$ cat src/core/fsh_pkg.sv
package fsh_pkg;
   // ----------------------------------------------------------------
   // Bus widths
   // ----------------------------------------------------------------
   localparam int ADDR_W = 22;
   localparam int DATA_W = 16;
   // ----------------------------------------------------------------
   // Flash command codes and unlock addresses
   // ----------------------------------------------------------------
   localparam logic [21:0] UNLOCK_ADDR1  = 22'h000555;
   localparam logic [21:0] UNLOCK_ADDR2  = 22'h0002aa;
   localparam logic [15:0] UNLOCK_DATA1  = 16'h00aa;
   localparam logic [15:0] UNLOCK_DATA2  = 16'h0055;
   localparam logic [15:0] CMD_SOFT_RESET = 16'h00f0;
   localparam logic [15:0] CMD_ID_READ    = 16'h0090;
   // ----------------------------------------------------------------
   // Protection check
   // ----------------------------------------------------------------
   localparam logic [2:0]  PROT_ID_PATTERN = 3'h2;
   localparam logic [15:0] PROT_YES        = 16'h0001;
   // ----------------------------------------------------------------
   // Status bit positions
   // ----------------------------------------------------------------
   localparam int MAIN_TOGGLE_BIT  = 6;
   localparam int ERASE_TOGGLE_BIT = 2;
   // ----------------------------------------------------------------
   // Timing (cycles at 200 MHz, 5 ns)
   // ----------------------------------------------------------------
   localparam int CLK_PERIOD_NS  = 5;
   localparam int STROBE_NS      = 70;
   localparam int STROBE_CYC     = (STROBE_NS + CLK_PERIOD_NS - 1) / CLK_PERIOD_NS;
   localparam int TURN_NS        = 30;
   localparam int TURN_CYC       = (TURN_NS + CLK_PERIOD_NS - 1) / CLK_PERIOD_NS;
   localparam int RESET_PULSE_NS = 500;
   localparam int RESET_PULSE_CYC = (RESET_PULSE_NS + CLK_PERIOD_NS - 1) / CLK_PERIOD_NS;
   localparam int CNT_W          = 8;
   // ----------------------------------------------------------------
   // Host commands
   // ----------------------------------------------------------------
   typedef enum logic [2:0] {
      FSH_OP_FLASH_READ,
      FSH_OP_FLASH_WRITE,
      FSH_OP_SRAM_READ,
      FSH_OP_SRAM_WRITE,
      FSH_OP_SOFT_RESET,
      FSH_OP_HARD_RESET,
      FSH_OP_POLL,
      FSH_OP_PROT_CHECK
   } fsh_op_t;
endpackage

$ cat src/core/fsh_host.sv
`timescale 1ns/1ps
// Function
// - Host resets flash before first command sequence
// - Write strobe high throughout read cycles
// - Host never drives while memory drives
// - Poll at program, block or outside address
// - Protection read uses A6,A1,A0 = 0,1,0
module fsh_host (
   input  wire logic                       i_mclk,
   input  wire logic                       i_rst_n,
   input  wire logic                       i_req_valid,
   input  wire fsh_pkg::fsh_op_t           i_req_op,
   input  wire logic [fsh_pkg::ADDR_W-1:0] i_req_addr,
   input  wire logic [fsh_pkg::DATA_W-1:0] i_req_wdata,
   output logic                            o_req_ready,
   output logic                            o_rsp_valid,
   output logic [fsh_pkg::DATA_W-1:0]      o_rsp_rdata,
   output logic                            o_rsp_busy,
   output logic                            o_rsp_protected,
   output logic [fsh_pkg::ADDR_W-1:0]      o_addr,
   output logic [fsh_pkg::DATA_W-1:0]      o_dq_out,
   output logic                            o_dq_oe,
   input  wire logic [fsh_pkg::DATA_W-1:0] i_dq_in,
   output logic                            o_flash_select_n,
   output logic                            o_sram_select_first_n,
   output logic                            o_sram_select_second,
   output logic                            o_upper_byte_select_n,
   output logic                            o_lower_byte_select_n,
   output logic                            o_oe_n,
   output logic                            o_we_n,
   output logic                            o_flash_reset_n,
   input  wire logic                       i_ready_busy_out
);
   typedef enum logic [3:0] {
      ST_INIT, ST_IDLE, ST_SETUP, ST_STROBE, ST_HOLD, ST_TURN, ST_RESP, ST_HRST
   } fsh_state_t;

   fsh_state_t                  state;
   logic [fsh_pkg::CNT_W-1:0]   cnt;
   logic [2:0]                  seq_idx;
   logic [2:0]                  seq_len;
   logic                        is_write;
   logic                        is_flash;
   logic                        is_poll;
   logic                        is_prot;
   logic                        poll_second;
   logic [fsh_pkg::DATA_W-1:0]  poll_first;
   logic [fsh_pkg::ADDR_W-1:0]  cyc_addr;
   logic [fsh_pkg::DATA_W-1:0]  cyc_data;
   logic [fsh_pkg::ADDR_W-1:0]  req_addr;
   logic [fsh_pkg::DATA_W-1:0]  req_wdata;
   logic [fsh_pkg::ADDR_W-1:0]  next_addr;
   logic [fsh_pkg::DATA_W-1:0]  next_data;
   logic                        next_write;

   // ----------------------------------------------------------------
   // Bus cycle selection within a sequence
   // ----------------------------------------------------------------
   always_comb begin
      next_addr  = req_addr;
      next_data  = req_wdata;
      next_write = is_write;
      if (is_prot || (is_write && is_flash && seq_len > 3'h1)) begin
         case (seq_idx)
            3'h0: begin
               next_addr  = fsh_pkg::UNLOCK_ADDR1;
               next_data  = fsh_pkg::UNLOCK_DATA1;
               next_write = 1'b1;
            end
            3'h1: begin
               next_addr  = fsh_pkg::UNLOCK_ADDR2;
               next_data  = fsh_pkg::UNLOCK_DATA2;
               next_write = 1'b1;
            end
            3'h2: begin
               next_addr  = fsh_pkg::UNLOCK_ADDR1;
               next_data  = is_prot ? fsh_pkg::CMD_ID_READ : fsh_pkg::CMD_SOFT_RESET;
               next_write = 1'b1;
            end
            default: begin
               next_addr      = req_addr;
               next_addr[6]   = fsh_pkg::PROT_ID_PATTERN[2];
               next_addr[1]   = fsh_pkg::PROT_ID_PATTERN[1];
               next_addr[0]   = fsh_pkg::PROT_ID_PATTERN[0];
               next_write     = 1'b0;
            end
         endcase
      end
   end

   // ----------------------------------------------------------------
   // Sequencer
   // ----------------------------------------------------------------
   always_ff @(posedge i_mclk or negedge i_rst_n) begin
      if (!i_rst_n) begin
         state       <= ST_INIT;
         cnt         <= '0;
         seq_idx     <= 3'h0;
         seq_len     <= 3'h0;
         is_write    <= 1'b0;
         is_flash    <= 1'b0;
         is_poll     <= 1'b0;
         is_prot     <= 1'b0;
         poll_second <= 1'b0;
         req_addr    <= '0;
         req_wdata   <= '0;
         cyc_addr    <= '0;
         cyc_data    <= '0;
      end else begin
         case (state)
            ST_INIT: begin
               cnt   <= '0;
               state <= ST_HRST;
            end
            ST_HRST: begin
               cnt <= cnt + fsh_pkg::CNT_W'(1);
               if (cnt == fsh_pkg::CNT_W'(fsh_pkg::RESET_PULSE_CYC)) begin
                  cnt   <= '0;
                  state <= ST_TURN;
               end
            end
            ST_IDLE: begin
               if (i_req_valid) begin
                  req_addr    <= i_req_addr;
                  req_wdata   <= i_req_wdata;
                  seq_idx     <= 3'h0;
                  poll_second <= 1'b0;
                  is_poll     <= (i_req_op == fsh_pkg::FSH_OP_POLL);
                  is_prot     <= (i_req_op == fsh_pkg::FSH_OP_PROT_CHECK);
                  is_flash    <= (i_req_op != fsh_pkg::FSH_OP_SRAM_READ) &&
                                 (i_req_op != fsh_pkg::FSH_OP_SRAM_WRITE);
                  is_write    <= (i_req_op == fsh_pkg::FSH_OP_FLASH_WRITE) ||
                                 (i_req_op == fsh_pkg::FSH_OP_SRAM_WRITE) ||
                                 (i_req_op == fsh_pkg::FSH_OP_SOFT_RESET);
                  seq_len     <= (i_req_op == fsh_pkg::FSH_OP_PROT_CHECK) ? 3'h4 :
                                 (i_req_op == fsh_pkg::FSH_OP_SOFT_RESET) ? 3'h3 : 3'h1;
                  cnt         <= '0;
                  state       <= (i_req_op == fsh_pkg::FSH_OP_HARD_RESET) ? ST_HRST : ST_SETUP;
               end
            end
            ST_SETUP: begin
               cyc_addr <= next_addr;
               cyc_data <= next_data;
               is_write <= next_write;
               state    <= ST_STROBE;
            end
            ST_STROBE: begin
               cnt <= cnt + fsh_pkg::CNT_W'(1);
               if (cnt == fsh_pkg::CNT_W'(fsh_pkg::STROBE_CYC)) begin
                  cnt   <= '0;
                  state <= ST_HOLD;
               end
            end
            ST_HOLD: begin
               if (is_poll && !poll_second) begin
                  poll_second <= 1'b1;
                  state       <= ST_TURN;
               end else if (seq_idx + 3'h1 < seq_len) begin
                  seq_idx <= seq_idx + 3'h1;
                  state   <= ST_TURN;
               end else begin
                  state <= ST_RESP;
               end
            end
            ST_TURN: begin
               cnt <= cnt + fsh_pkg::CNT_W'(1);
               if (cnt == fsh_pkg::CNT_W'(fsh_pkg::TURN_CYC)) begin
                  cnt   <= '0;
                  state <= (seq_len == 3'h0) ? ST_IDLE :
                           (poll_second || seq_idx != 3'h0) ? ST_SETUP : ST_IDLE;
                  if (seq_len == 3'h0) begin
                     state <= ST_IDLE;
                  end
               end
            end
            ST_RESP: begin
               seq_len <= 3'h0;
               state   <= ST_IDLE;
            end
            default: state <= ST_INIT;
         endcase
      end
   end

   // ----------------------------------------------------------------
   // Pin drive
   // ----------------------------------------------------------------
   always_ff @(posedge i_mclk or negedge i_rst_n) begin
      if (!i_rst_n) begin
         o_addr                <= '0;
         o_dq_out              <= '0;
         o_dq_oe               <= 1'b0;
         o_flash_select_n      <= 1'b1;
         o_sram_select_first_n <= 1'b1;
         o_sram_select_second  <= 1'b0;
         o_upper_byte_select_n <= 1'b1;
         o_lower_byte_select_n <= 1'b1;
         o_oe_n                <= 1'b1;
         o_we_n                <= 1'b1;
         o_flash_reset_n       <= 1'b0;
      end else begin
         o_flash_reset_n <= (state != ST_HRST) && (state != ST_INIT);
         o_addr          <= cyc_addr;
         o_dq_out        <= cyc_data;
         o_flash_select_n      <= !((state == ST_STROBE) && is_flash);
         o_sram_select_first_n <= !((state == ST_STROBE) && !is_flash);
         o_sram_select_second  <= (state == ST_STROBE) && !is_flash;
         o_upper_byte_select_n <= !((state == ST_STROBE) && !is_flash);
         o_lower_byte_select_n <= !((state == ST_STROBE) && !is_flash);
         o_we_n  <= !((state == ST_STROBE) && is_write);
         o_oe_n  <= !((state == ST_STROBE) && !is_write);
         o_dq_oe <= (state == ST_STROBE) && is_write;
      end
   end

   // ----------------------------------------------------------------
   // Read capture and answer
   // ----------------------------------------------------------------
   always_ff @(posedge i_mclk or negedge i_rst_n) begin
      if (!i_rst_n) begin
         poll_first      <= '0;
         o_rsp_valid     <= 1'b0;
         o_rsp_rdata     <= '0;
         o_rsp_busy      <= 1'b0;
         o_rsp_protected <= 1'b0;
         o_req_ready     <= 1'b0;
      end else begin
         o_req_ready <= (state == ST_IDLE) && !i_req_valid;
         o_rsp_valid <= (state == ST_RESP);
         if (state == ST_STROBE && !is_write &&
             cnt == fsh_pkg::CNT_W'(fsh_pkg::STROBE_CYC)) begin
            if (is_poll && !poll_second) begin
               poll_first <= i_dq_in;
            end else begin
               o_rsp_rdata <= i_dq_in;
               o_rsp_busy  <= is_poll &&
                  ((poll_first[fsh_pkg::MAIN_TOGGLE_BIT] != i_dq_in[fsh_pkg::MAIN_TOGGLE_BIT]) ||
                   !i_ready_busy_out);
               o_rsp_protected <= is_prot && (i_dq_in == fsh_pkg::PROT_YES);
            end
         end
      end
   end
endmodule

$ cat config.mk
export PLATFORM = sky130hd
export DESIGN_NAME = fsh_host
export DESIGN_NICKNAME = d
export VERILOG_FILES = /design/src/core/fsh_pkg.sv /design/src/core/fsh_host.sv
export SDC_FILE = /design/constraint.sdc
export NUM_CORES = 1
export LEC_CHECK = 0
export BUFFER_PORTS_ARGS = -buffer_cell sky130_fd_sc_hd__buf_4
export CAP_MARGIN = 20
export CORE_MARGIN = 4
export CORE_UTILIZATION = 50
export DETAILED_ROUTE_END_ITERATION = 6
export GPL_TIMING_DRIVEN = 0
export PLACE_DENSITY = 0.77
export SKIP_CTS_REPAIR_TIMING = 1
export SYNTH_ARGS = -nofsm -noshare
export SYNTH_HDL_FRONTEND = slang
export SYNTH_SLANG_ARGS = --single-unit
$ cat constraint.sdc
create_clock -name i_mclk -period 4 [get_ports i_mclk]
set_input_delay 0.2 -clock i_mclk [delete_from_list [all_inputs] [get_ports i_mclk]]
set_output_delay 0.2 -clock i_mclk [all_outputs]
set_load 0.005 [all_outputs]
==> results of run 1 <==
==> power by group through the flow <==
stage / Clock [uW] / Sequential (uW) / Combinational (uW)
final: 1760 / 2640 / 1730
after global routing: 1860 / 2720 / 1940
after CTS: 1780 / 2640 / 1700
after detailed placement: 0 / 2650 / 1680
after global placement: 0 / 2630 / 1610
after floorplan: 0 / 2580 / 973
==> layout make-up <==
type | instances | area (um2)
sequential | 164 | 4109
fill | 910 | 3633
multi-input combinational | 367 | 2059
timing repair buffer | 167 | 1375
clock buffer | 20 | 436.7
tap | 168 | 210.2
clock inverter | 12 | 202.7
buffer | 25 | 117.6
inverter | 18 | 67.56
==> Yosys cell counts, types with 7 or more instances <==
cell type and n:
nor3_1 10, nor2_1 29, nand3_1 12, a31oi_1 7, ha_1 9, inv_1 17
clkbuf_1 19, o21ai_0 20, dfrtp_1 160, a22o_1 11, mux2_4 16, a21oi_1 18
nand2_1 167
==> sequential cells by signal, indices dropped and copies added, names as in the netlist, 3 cells and up <==
name / cells
req_addr: 22
o_dq_out: 16
o_rsp_rdata: 16
cyc_addr: 22
state: 3
cnt: 8
cyc_data: 16
req_wdata: 16
seq_len: 3
o_addr: 22
seq_idx: 3
==> layout by cell type, fill, tap and decap left out, drive strengths merged, types with 5 or more instances in the layout <==
master,n
nand2,167
dfrtp,160
buf,134
dlygate4sd3,39
clkbuf,39
nor2,29
o21ai,21
inv,19
a21oi,18
mux2,17
nand3,12
a22o,11
nor3,11
ha,9
a31oi,7
bufinv,5
a211oi,5
clkinv,5
==> worst max-delay path: stages, from the launching register on <==
cell	delay (ns)
dfrtp_1	0.48
ha_1	0.27
xor2_1	0.15
ha_1	0.31
a21oi_1	0.13
o21ai_0	0.13
nor4_1	0.72
nand2_1	0.15
mux2i_1	0.15
==> final timing paths <==
check                                             to
min in group asynchronous  o_flash_reset_n$_DFF_PN0_
setup reg to reg              seq_idx[2]$_DFFE_PN0P_
setup / recovery              seq_idx[2]$_DFFE_PN0P_
hold / removal              req_wdata[7]$_DFFE_PN0P_
max in group asynchronous     seq_len[1]$_DFFE_PN0P_
hold reg to reg                o_dq_out[2]$_DFF_PN0_
==> stage by stage <==
stage | total power, uW | setup WS, ns | utilization | std cells | hold slack, ns
floorplan | 3553 | 1.796 | - | 574 | -0.09559
global placement | 4236 | 1.472 | 0.6156 | 869 | 0.3597
detailed placement | 4334 | 1.435 | 0.6181 | 870 | 0.2391
CTS | 6122 | 1.418 | 0.6705 | 902 | -0.2105
global route | 6526 | 1.124 | 0.7025 | 941 | 0.0006054
finish | 6130 | 1.387 | 0.7025 | 941 | -0.01358
==> cell families after synthesis <==
kind of cell / after synthesis / synth area share
AND/OR/NAND/NOR: 251 / 0.1699
flip-flops: 164 / 0.6467
adder cells (fa/ha/maj): 9 / 0.01772
multiplexers: 19 / 0.04273
XOR/XNOR: 4 / 0.005515
buffers and inverters: 43 / 0.02914
AO/OA/AOI/OAI: 84 / 0.08823
==> metal layers <==
layer	vias up	wire length [um]	global-route usage
li1	2304	-	-
met3	30	523	0.04584
met4	0	344	0.07720
met1	2400	6346	0.2641
met2	125	7671	0.3517
met5	-	0	0
==> impl_metrics.json, run 1 <==
{
  "cts_max_level": 4,
  "hold_violations": 2,
  "p_per_area_nw_per_um2": 714.6,
  "max_cap_violations": 0,
  "start_util": 0.5203,
  "cellLeakagePower_uw": 0.004294,
  "clock_sinks": 164,
  "cts_buffers": 17,
  "violations": "negative hold slack",
  "cp_data_arrival_time_ns": 2.90,
  "placed_cell_area_um2": 7548,
  "coreArea_um2": 12210,
  "viasPerCell": 5.164,
  "p_sw_frac": 0.3178,
  "status": "finished, violations left",
  "fin_crit_sh": 0.6532,
  "ys_warn_count": 0,
  "cp.required_ns": 4.29,
  "n_antenna_cell": 0,
  "worst-setup-path-type": "reg -> reg",
  "final_cell_area_um2": 8578,
  "antenna_found_initial": 0,
  "synthCells": 574,
  "drc": 0,
  "syn_area_per_cell_um2": 11.07,
  "rsz0062_at_grt": "false",
  "num_rows": 40,
  "dieArea_um2": 14570,
  "area_growth_pct": 35.01,
  "worst_pin_slew_ns": 0.8413,
  "ant_nets": 0,
  "netlist_top_cells_area": "dfrtp_1 63%, nand2_1 9.9%, mux2_4 3.8%",
  "die_x_um": 120.7,
  "wire_per_inst_um": 15.82,
  "regToRegStartpoint": "seq_idx[0]$_DFFE_PN0P_",
  "seq_area_frac_synth": 0.6467,
  "p_int_uw": 4182,
  "final-max-slew-violation-count": 0,
  "critPathMaxFanout": 8,
  "ir_drop_v": 0.0003418,
  "power.switching_uw": 1948,
  "timing.fmax_mhz": 382.7,
  "clkLatencyLatePin_ns": 0.43,
  "power_frac_comb": 0.281,
  "r2r_slack_ns": 1.39,
  "syn-num-nets": 644,
  "synthFlopType": "dfrtp_1",
  "grt-ovfl-total": 0,
  "fin_hold_ws_ns": -0.01358,
  "cp-start-kind": "flop",
  "hold_depth": 3,
  "grt_max_degree": 96,
  "holdCritStartpoint": "i_req_wdata[7]",
  "cp-end-kind": "flop",
  "power_frac_seq": 0.431,
  "post-route-min-period_ns": 2.613,
  "io_pins": 128,
  "vias": 4859,
  "drtPass1Iterations": 4,
  "grt_pass1_vias": 4849,
  "wirelength_um": 14890,
  "reg2regPathDepth": 8,
  "finalSetupViolCount": 0,
  "synth_largest_area_cell": "dfrtp_1",
  "synth_top_area_frac": 0.6302,
  "syn_area_um2": 6354,
  "die_y_um": 120.7,
  "globalplace.congestion": 0.8242,
  "clockBufferDepth": 2,
  "final_net_count": 830,
  "slew_headroom": 0.4340,
  "port_buffers": 127,
  "tritoncts": "built",
  "drtIter0Drc": 380,
  "ys_types": 53,
  "clkPwrFrac": 0.287,
  "synth_seq_cells": 164,
  "cp-startpoint": "seq_idx[0]$_DFFE_PN0P_",
  "grtUsageTotal": 0.2081,
  "synth_edf_count": 0,
  "drive_gt1_frac": 0.2445,
  "timing.setup.tns_ns": 0,
  "hp-class": "in -> reg",
  "cts.clk_slew.worst_paths_ns": 0.06,
  "finClkSkew_ns": 0.01084,
  "async_reset_ff_frac": 1.000,
  "grt_pass1_wl_um": 23740,
  "hpwl_um": 9836,
  "root_buffer": "clkbuf_16"
}
(Power assumes the default switching activity.)
==> run 2: changes to the inputs <==
--- a/config.mk
+++ b/config.mk
@@ -5,13 +5,14 @@
 export SDC_FILE = /design/constraint.sdc
 export NUM_CORES = 1
 export LEC_CHECK = 0
+export ABC_AREA = 1
 export BUFFER_PORTS_ARGS = -buffer_cell sky130_fd_sc_hd__buf_4
 export CAP_MARGIN = 20
 export CORE_MARGIN = 4
 export CORE_UTILIZATION = 50
 export DETAILED_ROUTE_END_ITERATION = 6
 export GPL_TIMING_DRIVEN = 0
-export PLACE_DENSITY = 0.77
+export PLACE_DENSITY = 0.76
 export SKIP_CTS_REPAIR_TIMING = 1
 export SYNTH_ARGS = -nofsm -noshare
 export SYNTH_HDL_FRONTEND = slang
==> constraint.sdc (replaced) <==
create_clock -name i_mclk -period 2.7 [get_ports i_mclk]
set_input_delay 0.135 -clock i_mclk [delete_from_list [all_inputs] [get_ports i_mclk]]
set_output_delay 0.135 -clock i_mclk [all_outputs]
set_load 0.005 [all_outputs]
==> run 2 against run 1 <==
Clock power rose by 51%. Sequential power rose by 48%. Hold slack improved by 0.0097 ns. Sequential share of layout area fell by 2.9 points. The flow still finishes with violations (negative hold slack). First-iteration DRC count rose by 17%. Combinational power rose by 67%. Synthesized area rose by 6.2%.
==> impl_metrics.json, run 2 <==
{
  "status": "finished, violations left",
  "slew_headroom": 0.6106,
  "antenna_found_initial": 0,
  "vias": 5562,
  "synthFlopType": "dfrtp_1",
  "ant_nets": 0,
  "reg.largest.list": "cyc_addr: 22 flops, o_addr: 22 flops, req_addr: 22 flops",
  "synth_seq_cells": 164,
  "preCtsSetupSlack_ns": 0.7372,
  "cp.required_ns": 3.06,
  "p_per_area_nw_per_um2": 1035,
  "r2r_slack_ns": 0.68,
  "finClkSkew_ns": 0.007115,
  "timing.setup.tns_ns": 0,
  "port_buffers": 127,
  "cp-end-kind": "flop",
  "root_buffer": "clkbuf_16",
  "clock_sinks": 164,
  "hpwl_um": 10950,
  "netlist_top_cells_area": "dfrtp_1 59%, nand2_1 16%, nand3_1 3.9%",
  "drive_gt1_frac": 0.2273,
  "grt_pass1_wl_um": 25200,
  "ys_types": 34,
  "fin_crit_sh": 0.7468,
  "holdCritStartpoint": "i_dq_in[1]",
  "finalSetupViolCount": 0,
  "ir_drop_v": 0.0005337,
  "reg2regPathDepth": 10,
  "area_growth_pct": 35.33,
  "final-max-slew-violation-count": 0,
  "drc": 0,
  "final_net_count": 1003,
  "num_rows": 42,
  "hold_violations": 2,
  "clockBufferDepth": 2,
  "hp-class": "in -> reg",
  "worst_pin_slew_ns": 0.5842,
  "violations": "negative hold slack",
  "viasPerCell": 4.957,
  "synth_top_area_frac": 0.5931,
  "coreArea_um2": 13240,
  "whs_endpoint": "o_rsp_rdata[1]$_DFFE_PN0P_",
  "wire_per_inst_um": 14.75,
  "syn_area_um2": 6750,
  "grt-ovfl-total": 0,
  "max_cap_violations": 0,
  "netlist_top_cells_count": "286 x nand2_1, 160 x dfrtp_1, 56 x inv_1",
  "syn_area_per_cell_um2": 9.196,
  "final_cell_area_um2": 9135,
  "fin_hold_ws_ns": -0.003919,
  "die_x_um": 124.2,
  "tritoncts": "built",
  "reg2reg_to": "seq_idx[1]$_DFFE_PN0P_",
  "critPathMaxFanout": 6,
  "cts_max_level": 4,
  "final_core_util": 0.6898,
  "post-route-min-period_ns": 2.016,
  "cellLeakagePower_uw": 0.004766,
  "timing.fmax_mhz": 495.9,
  "hold_depth": 3,
  "io_pins": 128,
  "ys_warn_count": 0,
  "cts_buffers": 17,
  "wirelength_um": 16550,
  "die_y_um": 124.2,
  "regToRegStartpoint": "seq_idx[0]$_DFFE_PN0P_",
  "rsz0062_at_grt": "false",
  "cp-start-kind": "flop",
  "grt_pass1_vias": 5196,
  "grt_max_degree": 90,
  "final_common_cell": "nand2_1",
  "n_antenna_cell": 0,
  "clkLatencyLatePin_ns": 0.42,
  "start_util": 0.5097,
  "synth_edf_count": 0,
  "drtIter0Drc": 445,
  "grtUsageTotal": 0.2122,
  "drtPass1Iterations": 5,
  "fin_ws_ns": 0.6836,
  "worst-setup-path-type": "reg -> reg",
  "dieArea_um2": 15420,
  "placed_cell_area_um2": 7959,
  "synthCells": 734,
  "synth_largest_area_cell": "dfrtp_1",
  "layout_common_cells": "286 x nand2_1, 160 x dfrtp_1, 130 x buf_4, 56 x inv_1",
  "seq_area_frac_synth": 0.6087,
  "async_reset_ff_frac": 1.000,
  "cts.clk_slew.worst_paths_ns": 0.06,
  "syn-num-nets": 804,
  "globalplace.congestion": 0.8550,
  "cp_data_arrival_time_ns": 2.37,
  "yosysMostFrequentCell": "nand2_1"
}
[run 2: cell count changes after synthesis, moves of 6 or more]
cell,change
a21oi_1,-10
a22o_1,-11
a31oi_1,-7
buf_2,+14
clkbuf_1,-19
inv_1,+39
mux2_4,-16
nand2_1,+119
nand3_1,+40
nand4_1,+6
nor2_1,+11
nor3_1,-8
o21ai_1,+17
or2_1,+6
[run 2: critical path, stage by stage, from the launching register on]
cell     delay (ns)
dfrtp_1        0.45
ha_1           0.24
xor2_1         0.18
ha_1           0.28
a21oi_1        0.15
nand2_1        0.11
nor2_1         0.13
nand2_1        0.06
nor2_1         0.18
nand2_1        0.09
nand2_1        0.08
[run 2: area by class of cell]
class	count	area, um2
Buffer	22	147.6
Clock buffer	17	425.4
Clock inverter	15	230.2
Fill cell	1028	4108
Inverter	62	239.0
Multi-Input combinational cell	486	2255
Sequential cell	164	4109
Tap cell	176	220.2
Timing Repair Buffer	180	1509
[run 2: worst max-delay path by stage]
stage,startpoint,endpoint,slack (ns)
floorplan,seq_idx[0]$_DFFE_PN0P_,seq_idx[0]$_DFFE_PN0P_,0.95
global placement,i_rst_n,cnt[4]$_DFFE_PN0P_,0.65
detailed placement,seq_idx[0]$_DFFE_PN0P_,seq_idx[1]$_DFFE_PN0P_,0.74
CTS,seq_idx[0]$_DFFE_PN0P_,seq_idx[1]$_DFFE_PN0P_,0.71
global route,seq_idx[0]$_DFFE_PN0P_,seq_idx[1]$_DFFE_PN0P_,0.45
finish,seq_idx[0]$_DFFE_PN0P_,seq_idx[1]$_DFFE_PN0P_,0.68
[run 2: stage by stage]
| stage | std cells | total power, uW |
|---|---|---|
| finish | 1122 | 9456 |
| global route | 1122 | 10090 |
| CTS | 1070 | 9427 |
| detailed placement | 1038 | 6740 |
| global placement | 1037 | 6620 |
| floorplan | 734 | 5575 |
[run 2: report_power, final]
group	switching, uW	internal (uW)
clock network	998	1650
logic	1680	1210
registers	513	3400
[run 2: logic make-up (layout without fill, tap and decap cells)]
| logic type | Yosys count | in the layout | synth area share |
|---|---|---|---|
| fa+ha+maj | 9 | 9 | 0.01668 |
| flops | 164 | 164 | 0.6087 |
| buf+inv | 84 | 296 | 0.05727 |
| compound gates | 61 | 61 | 0.05153 |
| simple gates | 413 | 413 | 0.2619 |
| xor+xnor | 3 | 3 | 0.003893 |
[run 2: metal layers]
metal | share of wire | global-route usage | vias up
li1 | - | - | 2692
met1 | 0.43 | 0.2888 | 2679
met2 | 0.50 | 0.3375 | 166
met3 | 0.054 | 0.04133 | 25
met4 | 0.015 | 0.08419 | 0
met5 | 0 | 0 | -
